$ cat config.mk
export PLATFORM = sky130hd
export DESIGN_NAME = aatl_top
export DESIGN_NICKNAME = d
export VERILOG_FILES = /design/src/rtl/aatl_pkg.sv /design/src/rtl/aatl_top.sv /design/src/rtl/aatl_hyst_cmp.sv
export VERILOG_INCLUDE_DIRS = /design/src /design/src/rtl
export SDC_FILE = /design/constraint.sdc
export NUM_CORES = 1
export LEC_CHECK = 0
export BUFFER_PORTS_ARGS = -buffer_cell sky130_fd_sc_hd__clkbuf_2
export CAP_MARGIN = 5
export CORE_ASPECT_RATIO = 2
export CORE_UTILIZATION = 47
export DETAILED_ROUTE_END_ITERATION = 8
export GPL_TIMING_DRIVEN = 0
export HOLD_SLACK_MARGIN = 0.08
export PLACE_DENSITY = 0.72
export SYNTH_ARGS = -nofsm -noshare
export SYNTH_HDL_FRONTEND = slang
export SYNTH_SLANG_ARGS = --single-unit
$ cat constraint.sdc
create_clock -name aclk -period 3.6 [get_ports aclk]
set_clock_uncertainty 0.05 [all_clocks]
set_input_delay 0.72 -clock aclk [delete_from_list [all_inputs] [get_ports aclk]]
set_output_delay 0.72 -clock aclk [all_outputs]
set_load 0.03 [all_outputs]
$ cat src/rtl/aatl_defines.svh
/*
 Offsets, field positions, reset values and fixed figures of the alarm threshold block.
 Assumes inclusion by bare name from the package and the design modules.
*/
// How it works
// Conversion codes are passed on as unsigned straight binary for every range.
// Codes are 18 bits; one step is the span over two to the eighteenth.
// Span is positive full scale minus negative full scale, e.g. 24.576 V, 12.288 V.
// Shared pin carries the active-high alarm only when its select field is 01b.
// Each conversion is compared against a high and a low threshold.
// Supply alarm rises when the comparator reports above 5.3 V or below 4.7 V.
// With alarms on, input and supply alarms are enabled unless their disable bit is set.
// Each alarm source has an active and a tripped flag, both set on trigger.
// Active flag is rebuilt at each conversion end from the present condition.
// Tripped flag holds until the alarm flag register is read.
// All flags change only at the end of a conversion; tripped flags here also clear on a flag read in any cycle.
// Flags can be read in any frame opened by the convert/chip-select line low.
// Alarm pin is high while any supply or input over/under condition stands.
// Selected flags can be appended to the serial conversion output stream.
// Input high alarm sets when the code is strictly above the high threshold.
// Input high alarm clears when code is at most threshold minus hysteresis minus one.
// Input low alarm sets when the code is strictly below the low threshold.
// Input low alarm clears when code is at least threshold plus hysteresis plus one.
// High and low thresholds are separate registers; one hysteresis value serves both.
// Host reads the flag register after the alarm pin rises to find the cause.
// Threshold arithmetic is unsigned on 18-bit codes and never wraps.
`ifndef AATL_DEFINES_SVH
`define AATL_DEFINES_SVH

`define AATL_CODE_W        18
`define AATL_HYST_W        8
`define AATL_ADDR_W        8

`define AATL_OFF_OUT_CTL   8'h00
`define AATL_OFF_PWR_CTL   8'h04
`define AATL_OFF_HIGH_TH   8'h08
`define AATL_OFF_LOW_TH    8'h0C
`define AATL_OFF_HYST      8'h10
`define AATL_OFF_FLAGS     8'h14
`define AATL_OFF_FMT_CTL   8'h18
`define AATL_OFF_LAST_CODE 8'h1C

// Output control: second output function select field
`define AATL_SEL_LSB       0
`define AATL_SEL_ALARM     2'b01
// Power control: disable bits
`define AATL_IN_DIS_BIT    0
`define AATL_SUP_DIS_BIT   1
// Format control: append selections
`define AATL_APP_IN_BIT    0
`define AATL_APP_SUP_BIT   1

`define AATL_RST_SEL       2'b00
`define AATL_RST_HIGH_TH   18'h3_FFFF
`define AATL_RST_LOW_TH    18'h0_0000
`define AATL_RST_HYST      8'h00

`define AATL_RESP_OKAY     2'b00
`define AATL_RESP_SLVERR   2'b10

// supply and R3 span figures; the code width sets the step and the comparators set the trip points, so these stay reference only
`define AATL_SUP_HI_MV     5300
`define AATL_SUP_LO_MV     4700
`define AATL_SPAN_BIP_MV   24576
`define AATL_SPAN_UNI_MV   12288

`endif

$ cat src/rtl/aatl_pkg.sv
/*
 Types shared by the alarm threshold block.
 Assumes the defines header is on the include path.
*/
`include "aatl_defines.svh"

package aatl_pkg;
   typedef logic [`AATL_CODE_W-1:0] aatl_code_t;
   typedef logic [`AATL_HYST_W-1:0] aatl_hyst_t;
   typedef enum logic [1:0] {
      AATL_FR_IDLE = 2'b01,
      AATL_FR_OPEN = 2'b10
   } aatl_frame_t;
endpackage

$ cat src/rtl/aatl_top.sv
/*
 Alarm threshold logic of an 18-bit converter: input and supply alarms,
 active and tripped flags, shared alarm pin, frame snapshot and appended bits.
 Registers sit behind an AXI4-Lite slave. Assumes conversion results arrive
 as a one-cycle strobe on aclk; comparator outputs and the chip-select pin
 are asynchronous and are synchronised here.
*/
// Implementation choices: register access over AXI4-Lite and the placing of the registers.
`timescale 1ns/100ps
`include "aatl_defines.svh"

module aatl_top
   import aatl_pkg::*;
(
   input  wire logic                     aclk,
   input  wire logic                     aresetn,
   input  wire logic [`AATL_ADDR_W-1:0]  s_axi_awaddr,
   input  wire logic                     s_axi_awvalid,
   output logic                          s_axi_awready,
   input  wire logic [31:0]              s_axi_wdata,
   input  wire logic [3:0]               s_axi_wstrb,
   input  wire logic                     s_axi_wvalid,
   output logic                          s_axi_wready,
   output logic [1:0]                    s_axi_bresp,
   output logic                          s_axi_bvalid,
   input  wire logic                     s_axi_bready,
   input  wire logic [`AATL_ADDR_W-1:0]  s_axi_araddr,
   input  wire logic                     s_axi_arvalid,
   output logic                          s_axi_arready,
   output logic [31:0]                   s_axi_rdata,
   output logic [1:0]                    s_axi_rresp,
   output logic                          s_axi_rvalid,
   input  wire logic                     s_axi_rready,
   input  wire logic                     conv_done,
   input  wire aatl_code_t               conv_code,
   input  wire logic                     supply_over_cmp,
   input  wire logic                     supply_under_cmp,
   input  wire logic                     convert_chip_select_n,
   input  wire logic                     serial_flag_read,
   input  wire logic                     alt_function_data,
   output logic                          shared_alarm_output_pin,
   output aatl_code_t                    conversion_data,
   output logic [7:0]                    frame_flags,
   output logic [3:0]                    append_bits,
   output logic [1:0]                    append_select
);

   // Software-visible configuration
   logic [1:0]  second_output_function_select_r;
   logic        input_alarm_disable_r;
   logic        supply_alarm_disable_r;
   aatl_code_t  high_threshold_r;
   aatl_code_t  low_threshold_r;
   aatl_hyst_t  hyst_r;
   logic [1:0]  format_select_r;

   // Alarm state, flags and last conversion code
   logic        in_hi_state_r;
   logic        in_lo_state_r;
   logic        in_hi_state_nxt;
   logic        in_lo_state_nxt;
   logic [3:0]  active_r;
   logic [3:0]  tripped_r;
   logic [3:0]  active_nxt;
   aatl_code_t  last_code_r;

   // Synchronisers, chip-select edge and frame state
   logic [1:0]  sup_over_sync_r;
   logic [1:0]  sup_under_sync_r;
   logic [1:0]  cs_sync_r;
   logic        cs_prev_r;
   aatl_frame_t frame_r;

   // Bus slave state
   logic                    aw_held_r;
   logic                    w_held_r;
   logic [`AATL_ADDR_W-1:0] aw_addr_r;
   logic [31:0]             w_data_r;
   logic [3:0]              w_strb_r;
   logic                    do_write;
   logic                    wr_hit;
   logic                    rd_take;
   logic                    rd_hit;
   logic [31:0]             rd_word;
   logic                    flags_read;

   logic alarm_on;
   logic in_enabled;
   logic sup_enabled;
   logic alarm_level;

   // alarms on with pin select
   assign alarm_on    = (second_output_function_select_r == `AATL_SEL_ALARM);
   assign in_enabled  = alarm_on & ~input_alarm_disable_r;
   assign sup_enabled = alarm_on & ~supply_alarm_disable_r;

   // Asynchronous levels pass two flip-flops first
   always_ff @(posedge aclk) begin
      if (!aresetn) begin
         sup_over_sync_r  <= 2'b00;
         sup_under_sync_r <= 2'b00;
         cs_sync_r        <= 2'b11;
      end else begin
         sup_over_sync_r  <= {sup_over_sync_r[0], supply_over_cmp};
         sup_under_sync_r <= {sup_under_sync_r[0], supply_under_cmp};
         cs_sync_r        <= {cs_sync_r[0], convert_chip_select_n};
      end
   end

   aatl_hyst_cmp u_cmp_high (
      .low_side  (1'b0),
      .code      (conv_code),
      .thr       (high_threshold_r),
      .hyst      (hyst_r),
      .state     (in_hi_state_r),
      .state_nxt (in_hi_state_nxt)
   );

   aatl_hyst_cmp u_cmp_low (
      .low_side  (1'b1),
      .code      (conv_code),
      .thr       (low_threshold_r),
      .hyst      (hyst_r),
      .state     (in_lo_state_r),
      .state_nxt (in_lo_state_nxt)
   );

   // Flag order: input high, input low, supply high, supply low
   always_comb begin
      // both input comparisons
      active_nxt[0] = in_enabled & in_hi_state_nxt;
      active_nxt[1] = in_enabled & in_lo_state_nxt;
      // fixed supply trip points
      active_nxt[2] = sup_enabled & sup_over_sync_r[1];
      active_nxt[3] = sup_enabled & sup_under_sync_r[1];
   end

   // Hysteresis state only moves on a conversion result
   always_ff @(posedge aclk) begin
      if (!aresetn) begin
         in_hi_state_r <= 1'b0;
         in_lo_state_r <= 1'b0;
      end else if (conv_done) begin
         in_hi_state_r <= in_enabled & in_hi_state_nxt;
         in_lo_state_r <= in_enabled & in_lo_state_nxt;
      end
   end

   // rebuilt each conversion
   // updates at conversion end
   always_ff @(posedge aclk) begin
      if (!aresetn) begin
         active_r <= 4'h0;
      end else if (conv_done) begin
         active_r <= active_nxt;
      end
   end

   // cleared by flag read
   // both flags set together; a new trigger beats a same-cycle read
   always_ff @(posedge aclk) begin
      if (!aresetn) begin
         tripped_r <= 4'h0;
      end else begin
         tripped_r <= (tripped_r & ~{4{flags_read | serial_flag_read}})
                      | (active_nxt & {4{conv_done}});
      end
   end

   // straight binary passthrough
   // full 18-bit code
   always_ff @(posedge aclk) begin
      if (!aresetn) begin
         last_code_r <= '0;
      end else if (conv_done) begin
         last_code_r <= conv_code;
      end
   end

   assign conversion_data = last_code_r;

   // any active condition
   assign alarm_level = |active_r;

   // pin carries alarm on 01b
   always_ff @(posedge aclk) begin
      if (!aresetn) begin
         shared_alarm_output_pin <= 1'b0;
      end else begin
         shared_alarm_output_pin <= alarm_on ? alarm_level : alt_function_data;
      end
   end

   // snapshot when frame opens
   always_ff @(posedge aclk) begin
      if (!aresetn) begin
         cs_prev_r   <= 1'b1;
         frame_r     <= AATL_FR_IDLE;
         frame_flags <= 8'h00;
      end else begin
         cs_prev_r <= cs_sync_r[1];
         case (frame_r)
            AATL_FR_IDLE: begin
               if (cs_prev_r && !cs_sync_r[1]) begin
                  frame_r     <= AATL_FR_OPEN;
                  frame_flags <= {tripped_r[3], active_r[3], tripped_r[2], active_r[2],
                                  tripped_r[1], active_r[1], tripped_r[0], active_r[0]};
               end
            end
            AATL_FR_OPEN: begin
               if (cs_sync_r[1]) begin
                  frame_r <= AATL_FR_IDLE;
               end
            end
            default: begin
               frame_r <= AATL_FR_IDLE;
            end
         endcase
      end
   end

   // selected flags appended
   always_ff @(posedge aclk) begin
      if (!aresetn) begin
         append_bits   <= 4'h0;
         append_select <= 2'b00;
      end else begin
         append_select <= format_select_r;
         append_bits[1:0] <= format_select_r[`AATL_APP_IN_BIT]
                             ? {active_r[1] | active_r[0], tripped_r[1] | tripped_r[0]} : 2'b00;
         append_bits[3:2] <= format_select_r[`AATL_APP_SUP_BIT]
                             ? {active_r[3] | active_r[2], tripped_r[3] | tripped_r[2]} : 2'b00;
      end
   end

   // Write channel: address and data are taken in either order
   assign s_axi_awready = ~aw_held_r;
   assign s_axi_wready  = ~w_held_r;
   assign do_write      = aw_held_r & w_held_r & ~s_axi_bvalid;

   always_ff @(posedge aclk) begin
      if (!aresetn) begin
         aw_held_r <= 1'b0;
         aw_addr_r <= '0;
      end else if (s_axi_awvalid && !aw_held_r) begin
         aw_held_r <= 1'b1;
         aw_addr_r <= s_axi_awaddr;
      end else if (do_write) begin
         aw_held_r <= 1'b0;
      end
   end

   always_ff @(posedge aclk) begin
      if (!aresetn) begin
         w_held_r <= 1'b0;
         w_data_r <= 32'h0000_0000;
         w_strb_r <= 4'h0;
      end else if (s_axi_wvalid && !w_held_r) begin
         w_held_r <= 1'b1;
         w_data_r <= s_axi_wdata;
         w_strb_r <= s_axi_wstrb;
      end else if (do_write) begin
         w_held_r <= 1'b0;
      end
   end

   always_comb begin
      case (aw_addr_r)
         `AATL_OFF_OUT_CTL, `AATL_OFF_PWR_CTL, `AATL_OFF_HIGH_TH, `AATL_OFF_LOW_TH,
         `AATL_OFF_HYST, `AATL_OFF_FMT_CTL: wr_hit = 1'b1;
         default: wr_hit = 1'b0;
      endcase
   end

   // separate thresholds, shared hysteresis
   always_ff @(posedge aclk) begin
      if (!aresetn) begin
         second_output_function_select_r <= `AATL_RST_SEL;
         input_alarm_disable_r           <= 1'b0;
         supply_alarm_disable_r          <= 1'b0;
         high_threshold_r                <= `AATL_RST_HIGH_TH;
         low_threshold_r                 <= `AATL_RST_LOW_TH;
         hyst_r                          <= `AATL_RST_HYST;
         format_select_r                 <= 2'b00;
      end else if (do_write && w_strb_r[0]) begin
         case (aw_addr_r)
            `AATL_OFF_OUT_CTL: second_output_function_select_r <= w_data_r[`AATL_SEL_LSB+:2];
            `AATL_OFF_PWR_CTL: begin
               input_alarm_disable_r  <= w_data_r[`AATL_IN_DIS_BIT];
               supply_alarm_disable_r <= w_data_r[`AATL_SUP_DIS_BIT];
            end
            `AATL_OFF_HIGH_TH: high_threshold_r[7:0] <= w_data_r[7:0];
            `AATL_OFF_LOW_TH:  low_threshold_r[7:0]  <= w_data_r[7:0];
            `AATL_OFF_HYST:    hyst_r                <= w_data_r[7:0];
            `AATL_OFF_FMT_CTL: format_select_r       <= w_data_r[1:0];
            default: begin
            end
         endcase
      end
      if (aresetn && do_write && w_strb_r[1]) begin
         if (aw_addr_r == `AATL_OFF_HIGH_TH) begin
            high_threshold_r[15:8] <= w_data_r[15:8];
         end
         if (aw_addr_r == `AATL_OFF_LOW_TH) begin
            low_threshold_r[15:8] <= w_data_r[15:8];
         end
      end
      if (aresetn && do_write && w_strb_r[2]) begin
         if (aw_addr_r == `AATL_OFF_HIGH_TH) begin
            high_threshold_r[17:16] <= w_data_r[17:16];
         end
         if (aw_addr_r == `AATL_OFF_LOW_TH) begin
            low_threshold_r[17:16] <= w_data_r[17:16];
         end
      end
   end

   always_ff @(posedge aclk) begin
      if (!aresetn) begin
         s_axi_bvalid <= 1'b0;
         s_axi_bresp  <= `AATL_RESP_OKAY;
      end else if (do_write) begin
         s_axi_bvalid <= 1'b1;
         s_axi_bresp  <= wr_hit ? `AATL_RESP_OKAY : `AATL_RESP_SLVERR;
      end else if (s_axi_bready) begin
         s_axi_bvalid <= 1'b0;
      end
   end

   // Read channel: one read in flight, answer one cycle after address
   assign s_axi_arready = ~s_axi_rvalid;
   assign rd_take       = s_axi_arvalid & ~s_axi_rvalid;
   // host read clears trips
   assign flags_read    = rd_take & (s_axi_araddr == `AATL_OFF_FLAGS);

   always_comb begin
      rd_hit  = 1'b1;
      rd_word = 32'h0000_0000;
      case (s_axi_araddr)
         `AATL_OFF_OUT_CTL:   rd_word[1:0] = second_output_function_select_r;
         `AATL_OFF_PWR_CTL:   rd_word[1:0] = {supply_alarm_disable_r, input_alarm_disable_r};
         `AATL_OFF_HIGH_TH:   rd_word[17:0] = high_threshold_r;
         `AATL_OFF_LOW_TH:    rd_word[17:0] = low_threshold_r;
         `AATL_OFF_HYST:      rd_word[7:0] = hyst_r;
         `AATL_OFF_FLAGS:     rd_word[8:0] = {alarm_level,
                                              tripped_r[3], active_r[3], tripped_r[2], active_r[2],
                                              tripped_r[1], active_r[1], tripped_r[0], active_r[0]};
         `AATL_OFF_FMT_CTL:   rd_word[1:0] = format_select_r;
         `AATL_OFF_LAST_CODE: rd_word[17:0] = last_code_r;
         default:             rd_hit = 1'b0;
      endcase
   end

   always_ff @(posedge aclk) begin
      if (!aresetn) begin
         s_axi_rvalid <= 1'b0;
         s_axi_rdata  <= 32'h0000_0000;
         s_axi_rresp  <= `AATL_RESP_OKAY;
      end else if (rd_take) begin
         s_axi_rvalid <= 1'b1;
         s_axi_rdata  <= rd_word;
         s_axi_rresp  <= rd_hit ? `AATL_RESP_OKAY : `AATL_RESP_SLVERR;
      end else if (s_axi_rready) begin
         s_axi_rvalid <= 1'b0;
      end
   end

endmodule

$ cat src/rtl/aatl_hyst_cmp.sv
/*
 One threshold comparator with hysteresis; gives the next alarm state.
 Assumes the caller samples the result only at the end of a conversion.
*/
`timescale 1ns/100ps
`include "aatl_defines.svh"

module aatl_hyst_cmp
   import aatl_pkg::*;
(
   input  wire logic       low_side,
   input  wire aatl_code_t code,
   input  wire aatl_code_t thr,
   input  wire aatl_hyst_t hyst,
   input  wire logic       state,
   output logic            state_nxt
);
   // One extra bit keeps threshold plus hysteresis from wrapping
   logic [`AATL_CODE_W:0] band;

   always_comb begin
      band      = {1'b0, thr};
      state_nxt = state;
      if (low_side) begin
         // below threshold
         if (code < thr) begin
            state_nxt = 1'b1;
         end
         // clear above band
         // widened sum
         else if ({1'b0, code} >= band + {{(`AATL_CODE_W-`AATL_HYST_W){1'b0}}, hyst} + 1'b1) begin
            state_nxt = 1'b0;
         end
      end else begin
         // above threshold
         if (code > thr) begin
            state_nxt = 1'b1;
         end
         // clear below band
         // no underflow
         else if ({1'b0, code} + {{(`AATL_CODE_W-`AATL_HYST_W){1'b0}}, hyst} + 1'b1 <= band) begin
            state_nxt = 1'b0;
         end
      end
   end
endmodule

-- Yosys cells after proc, flatten, opt, wreduce, memory -nomap -nowiden
Cells that the tools add are included.
- register bits: 157
- output and inout port bits: 74
- word-level logic and storage cells: 146
- $add $sub $neg: 4
- $lt $le $gt $ge: 4
- equal/unequal tests: 17
- mux-type cells: 33
- bitwise logic cells: 25
- reduce and logical (&&, ||, !) cells: 29
- operator list (kind ; count):
    == test 8 x 5 -> 1 bit, second input constant ; 6
    adder 18 x 8 -> 19 bit ; 2
    adder 19 x 1 -> 19 bit, second input constant ; 2
    == test 8 x 4 -> 1 bit, second input constant ; 4
    two-way mux 8 bit ; 4
    case mux 6 bit (5 select lines) ; 1
    case mux 9 bit (3 select lines) ; 1
    two-way mux 10 bit ; 2
    AND reduction 2 bit ; 10
    greater-or-equal comparator 18 x 19 -> 1 bit ; 1
    <= comparator 19 x 18 -> 1 bit ; 1
    > comparator 18 bit ; 1
    less-than comparator 18 bit ; 1
    == test 8 x 3 -> 1 bit, second input constant ; 2
    zero test 8 bit ; 2
    two-way mux 2 bit ; 8
    case mux 2 bit (8 select lines) ; 1
    two-way mux 1 bit ; 14
    AND 1 bit ; 10
    AND 4 bit ; 2
    nonzero test 2 bit ; 4
    OR reduction 8 bit ; 1
    logical AND 1 bit ; 7
    inverter 1 bit ; 6
    11 further kinds ; 19

-- Logic depth before layout (Yosys ltp)
- depth after elaboration: 8
- gate-level depth with buffers: 18
- mapped depth without buffers: 18

-- By module
A second synthesis with hierarchy kept.
- cells, all modules: 1297
- area, all modules: 10862.9 um^2
- by module, submodules not included (module ; instances ; cells an instance ; area an instance (um^2) ; sequential area each (um^2)):
    aatl_top ; 1 ; 671 ; 6134.6 ; 3062.9
    aatl_hyst_cmp (u_cmp_low) ; 1 ; 327 ; 2467.4 ; 0.0
    aatl_hyst_cmp (u_cmp_high) ; 1 ; 299 ; 2260.9 ; 0.0

-- Worst setup path after synthesis
Ideal clock, no wire load.
- path kind: input to register
- from: input conv_code[0]
- to: register tripped_r[0]
- library setup time: 115 ps
- data arrival time: 3531 ps
- slack: -96 ps
- cell stages on the path: 17
- path through: inv_1 > ha_1 > inv_1 > fa_1 > a21o_1 > a21oi_1 > a21oi_1 > o22ai_2 > nor2_1 > xor2_1 > ha_1 > nand4_1 > o32ai_1 > o31ai_1 > a21oi_1 > o31a_1 > o21a_1
- word-level cells in the longest chain between the ends: 8
- elaborated cells between the ends (all ways): 9
- those cells by class: add/sub (2); order compare (2); mux (2); bitwise (3)
- RTL lines (what ; RTL line ; text):
    start: declaration ; aatl_top.sv:35 ; input wire aatl_code_t conv_code,
    adder 18 x 8 -> 19 bit ; -- ;
    adder 19 x 1 -> 19 bit ; -- ;
    <= comparator 19 x 18 -> 1 bit ; aatl_hyst_cmp.sv:41 ; else if ({1'b0, code} + {{(`AATL_CODE_W-`AATL_HYST_W){1'b0}}, hyst} + 1'b1 <= band) begin
    two-way mux 1 bit ; aatl_hyst_cmp.sv:41 ;
    two-way mux 1 bit (*) ; aatl_hyst_cmp.sv:36 ; if (code > thr) begin
    AND 1 bit (*) ; aatl_top.sv:131 ; active_nxt[0] = in_enabled & in_hi_state_nxt;
    AND 4 bit (*) ; aatl_top.sv:166 ; | (active_nxt & {4{conv_done}});
    OR 4 bit (*) ; aatl_top.sv:166 ;
    end signal: assignment ; aatl_top.sv:165 ; tripped_r <= (tripped_r & ~{4{flags_read | serial_flag_read}})
    end: declaration ; aatl_top.sv:63 ; logic [3:0] tripped_r;
Every way passes the cells marked *; elsewhere a longest branch is shown, timed or not.
A chain may end at the register's enable or synchronous reset.

-- Worst setup path in the final report
- from: register hyst_r[0]
- to: register tripped_r[1]
- word-level cells in the longest chain between the ends: 8
- RTL lines (what ; RTL line ; text):
    start: declaration ; aatl_top.sv:54 ; aatl_hyst_t hyst_r;
    start signal: assignment ; aatl_top.sv:283 ; hyst_r <= `AATL_RST_HYST;
    start signal: assignment ; aatl_top.sv:294 ; `AATL_OFF_HYST: hyst_r <= w_data_r[7:0];
    adder 18 x 8 -> 19 bit ; aatl_hyst_cmp.sv:31 ; else if ({1'b0, code} >= band + {{(`AATL_CODE_W-`AATL_HYST_W){1'b0}}, hyst} + 1'b1) begin
    adder 19 x 1 -> 19 bit ; aatl_hyst_cmp.sv:31 ;
    greater-or-equal comparator 18 x 19 -> 1 bit ; aatl_hyst_cmp.sv:31 ;
    two-way mux 1 bit ; aatl_hyst_cmp.sv:31 ;
    two-way mux 1 bit ; aatl_hyst_cmp.sv:26 ; if (code < thr) begin
    AND 1 bit ; aatl_top.sv:132 ; active_nxt[1] = in_enabled & in_lo_state_nxt;
    AND 4 bit ; aatl_top.sv:166 ;
    OR 4 bit ; aatl_top.sv:166 ;
No other way between the ends.

==> results_dict.tcl <==
set metrics [dict create \
    io_pins 157 \
    die_x_um 98.3 \
    synth-edff-count 0 \
    arrival_ns 3.86 \
    wl_met2_mm 14.9 \
    ys_top_cells_by_area "dfxtp_1 (35%), ha_1 (12%), mux2i_1 (8.0%)" \
    worst_pin_slew_ns 0.816 \
    whs_ns 0.358 \
    cp.buffers_inverters 3 \
    viasPerCell 5.77 \
    nFillCells 1738 \
    worstSetupPathType "flip-flop to flip-flop" \
    grt_pass1_vias 8067 \
    post-route-util 0.576 \
    whs_path_depth 1 \
    path_max_fanout 3 \
    clkSinkCount 153 \
    powerDensity_nw_per_um2 395 \
    insertion_delay_ns 0.44 \
    path_delay_family "compound AO/OA/AOI/OAI gates" \
    cp-start-kind "flip-flop" \
    min_to "cs_sync_r[1]$_SDFF_PN1_" \
    max_freq_mhz 282 \
    period_minus_slack_ns 3.55 \
    top_layer "met4" \
    place_ws_ns -0.593 \
    yosys_register_bits 153 \
    max_stage_delay_ns 0.42 \
    r2r_cells 18 \
    htreeDepth 4 \
    grt_max_degree 17 \
    synth_top_area_cell "dfxtp_1" \
    syn_area_per_cell_um2 8.63 \
    cts_tree "yes" \
    setup_viol_count_final 0 \
    port_buffers 124 \
    met1_length_mm 9.22 \
    failed_checks "DRC" \
    period_share 0.985 \
    syn2layout_area_growth_pct 20.4 \
    ys_seq_area_frac 0.351 \
    tns_ns 0 \
    fin_nets 1350 \
    ff2ff_setup_slack_ns 0.05 \
    outcome "finished with violations" \
    max-vdd-ir-drop_mv 0.262 \
    die_area_um2 19100 \
    root_buffer "clkbuf_16" \
    grt_pass1_wl_mm 42.6 \
    worst_r2r_endpoint "tripped_r[1]$_SDFF_PN0_" \
    synth_ff_type "dfxtp_1" \
    start_util 0.478 \
    syn_area_um2 8710 \
    dp_hpwl_mm 22.1 \
    p_leak_nw 4.86 \
    drt_pass1_iterations 9 \
    path_cells "inv_4, ha_4, inv_4, fa_2, a21oi_2, nor2b_2, a311oi_2, buf_4, nor2_4, xnor2_2, ha_1, a21o_1, a21o_1, a21oi_2, nor2_2, o311ai_4, a22oi_2, o21ai_1" \
    synth_top_area_frac 0.351 \
    layout_setup_ws_ns 0.0544 \
    cp_slowest_cell "o311ai_4" \
    track_usage 0.297 \
    die_h_um 195 \
    endpoint_kind "flip-flop" \
    async_reset_ff_frac 0 \
    hp-start "cs_sync_r[0]$_SDFF_PN1_" \
    drc 1 \
    yosysWarnings 0 \
    core_area_um2 18200 \
    gr-total-overflow 0 \
    syn_inst 1010 \
    wl_mm 27.9 \
    hold_violations 0 \
    drive_gt1_frac 0.211 \
    critical_path_required_ns 3.92 \
    drtIter0Drc 459 \
    gp_congestion 0.975 \
    ant_nets 0 \
    cts.path.max_buffers 2 \
    finalPower_mw 4.15 \
    max_slew_margin 0.450 \
    slew_viol_final 0 \
    multi_input_comb_area_um2 5340 \
    num_rows 70 \
    vias 8131 \
    reg2reg_from "hyst_r[0]$_SDFFE_PN0P_" \
    seq_area_um2 3070 \
    wl_per_cell_um 19.8 \
    hold_path_class "flip-flop to flip-flop" \
    wl_met3_mm 1.24 \
    cts.clk_slew.worst_paths_ns 0.07 \
    antenna_found_initial 2 \
    numCtsBuffers 17 \
    grt_setup_unrepaired "true" \
    cap_violations 0 \
    synth.distinct_cells 68 \
]
## registers in the layout (all words and copies together) (netlist names), 3 cells and up
| register | cells |
|---|---|
| high_threshold_r | 18 |
| active_r | 4 |
| hyst_r | 8 |
| frame_flags | 8 |
| conversion_data | 18 |
| s_axi_rdata | 18 |
| tripped_r | 4 |
| w_data_r | 18 |
| w_strb_r | 3 |
| aw_addr_r | 8 |
| append_bits | 4 |
| low_threshold_r | 18 |
## stage by stage
stage / cells / instance area (µm²)
6_report: 1409 / 10500
5_1_grt: 1409 / 10500
4_1_cts: 1400 / 10300
3_5_place_dp: 1365 / 9670
3_3_place_gp: 1365 / 9670
2_1_floorplan: 1025 / 8780
## worst register-to-register path, delay by kind of cell, from the launching register on
kind	cells	cell delay, ns
AOI/OAI and AO/OA	8	1.66
xor gates and xnor gates	1	0.14
adders and majority gates	3	0.81
buffers and inverters	3	0.28
DFF	1	0.35
and+or+nand+nor	3	0.19
## worst max-delay path by stage
stage	from	to	slack [ns]	cells past startpoint
after floorplan	conv_code[0]	tripped_r[0]$_SDFF_PN0_	0.04	16
after global placement	hyst_r[0]$_SDFFE_PN0P_	tripped_r[1]$_SDFF_PN0_	-0.57	16
after detailed placement	hyst_r[0]$_SDFFE_PN0P_	tripped_r[1]$_SDFF_PN0_	-0.59	16
after CTS	low_threshold_r[0]$_SDFFE_PN0P_	tripped_r[1]$_SDFF_PN0_	0.001	18
after global routing	hyst_r[0]$_SDFFE_PN0P_	tripped_r[1]$_SDFF_PN0_	-0.12	18
final	hyst_r[0]$_SDFFE_PN0P_	tripped_r[1]$_SDFF_PN0_	0.05	18
## cells in the final DEF, fill, tap and decap left out, types with 11 or more instances in the layout
| cell type | netlist | layout |
|---|---|---|
| conb_1 | 1 | 16 |
| dfxtp_1 | 153 | 150 |
| ha_1 | 87 | 84 |
| clkbuf_16 | 0 | 17 |
| clkbuf_1 | 25 | 27 |
| clkbuf_2 | 0 | 123 |
| a21oi_1 | 60 | 55 |
| a211oi_1 | 13 | 12 |
| nand3_1 | 18 | 18 |
| nand2_1 | 122 | 122 |
| mux2i_1 | 70 | 70 |
| buf_4 | 17 | 26 |
| inv_1 | 55 | 51 |
| xnor2_1 | 25 | 24 |
| nand4_1 | 11 | 11 |
| a31oi_1 | 16 | 16 |
| o21ai_0 | 47 | 43 |
| nor2_1 | 117 | 115 |
## cells in the mapped netlist, types with 13 or more instances
| cell type | count |
|---|---|
| a211oi_1 | 13 |
| a21oi_1 | 60 |
| a31oi_1 | 16 |
| buf_4 | 17 |
| clkbuf_1 | 25 |
| dfxtp_1 | 153 |
| ha_1 | 87 |
| inv_1 | 55 |
| mux2i_1 | 70 |
| nand2_1 | 122 |
| nand3_1 | 18 |
| nor2_1 | 117 |
| o21ai_0 | 47 |
| xnor2_1 | 25 |
## power by group
| group | switching (mW) | total, mW | internal, mW |
|---|---|---|---|
| Clock | 0.785 | 1.83 | 1.04 |
| Sequential | 0.0507 | 1.80 | 1.75 |
| Combinational | 0.343 | 0.525 | 0.182 |
| Total | 1.18 | 4.15 | 2.97 |
## routing by layer
| metal | up-vias | track usage |
|---|---|---|
| met5 | - | 0 |
| met4 | 0 | 0.273 |
| met3 | 128 | 0.0439 |
| met2 | 312 | 0.546 |
| met1 | 3823 | 0.276 |
| li1 | 3868 | - |
## cells by family (layout without fill, tap and decap cells)
logic type / Yosys count / after routing / synth area share
AOI/OAI and AO/OA: 207 / 207 / 0.157
DFF: 153 / 153 / 0.351
xor gates and xnor gates: 32 / 32 / 0.0322
adders and majority gates: 89 / 89 / 0.130
and+or+nand+nor: 342 / 342 / 0.183
muxes: 74 / 74 / 0.0882
buffers and inverters: 112 / 278 / 0.0579
other: 1 / 18 / 0.000430
## timing repair
action                     in CTS  in global routing
setup endpoints to repair       4                  4
hold buffers                    0                  0
gates resized for setup        11                 34
buffers inserted                3                  7
cloned                          0                  0
pin swaps                       6                 22
## cell type report
class,instances,area share
diodes,2,0.000477
plain buffers,57,0.0284
inverters,55,0.0204
flip-flops and latches,153,0.293
well taps,216,0.0258
repair buffers,134,0.0666
clock inverters,13,0.0154
clock buffers,19,0.0412
multi-input cells,760,0.509
(Power assumes the default switching activity.)
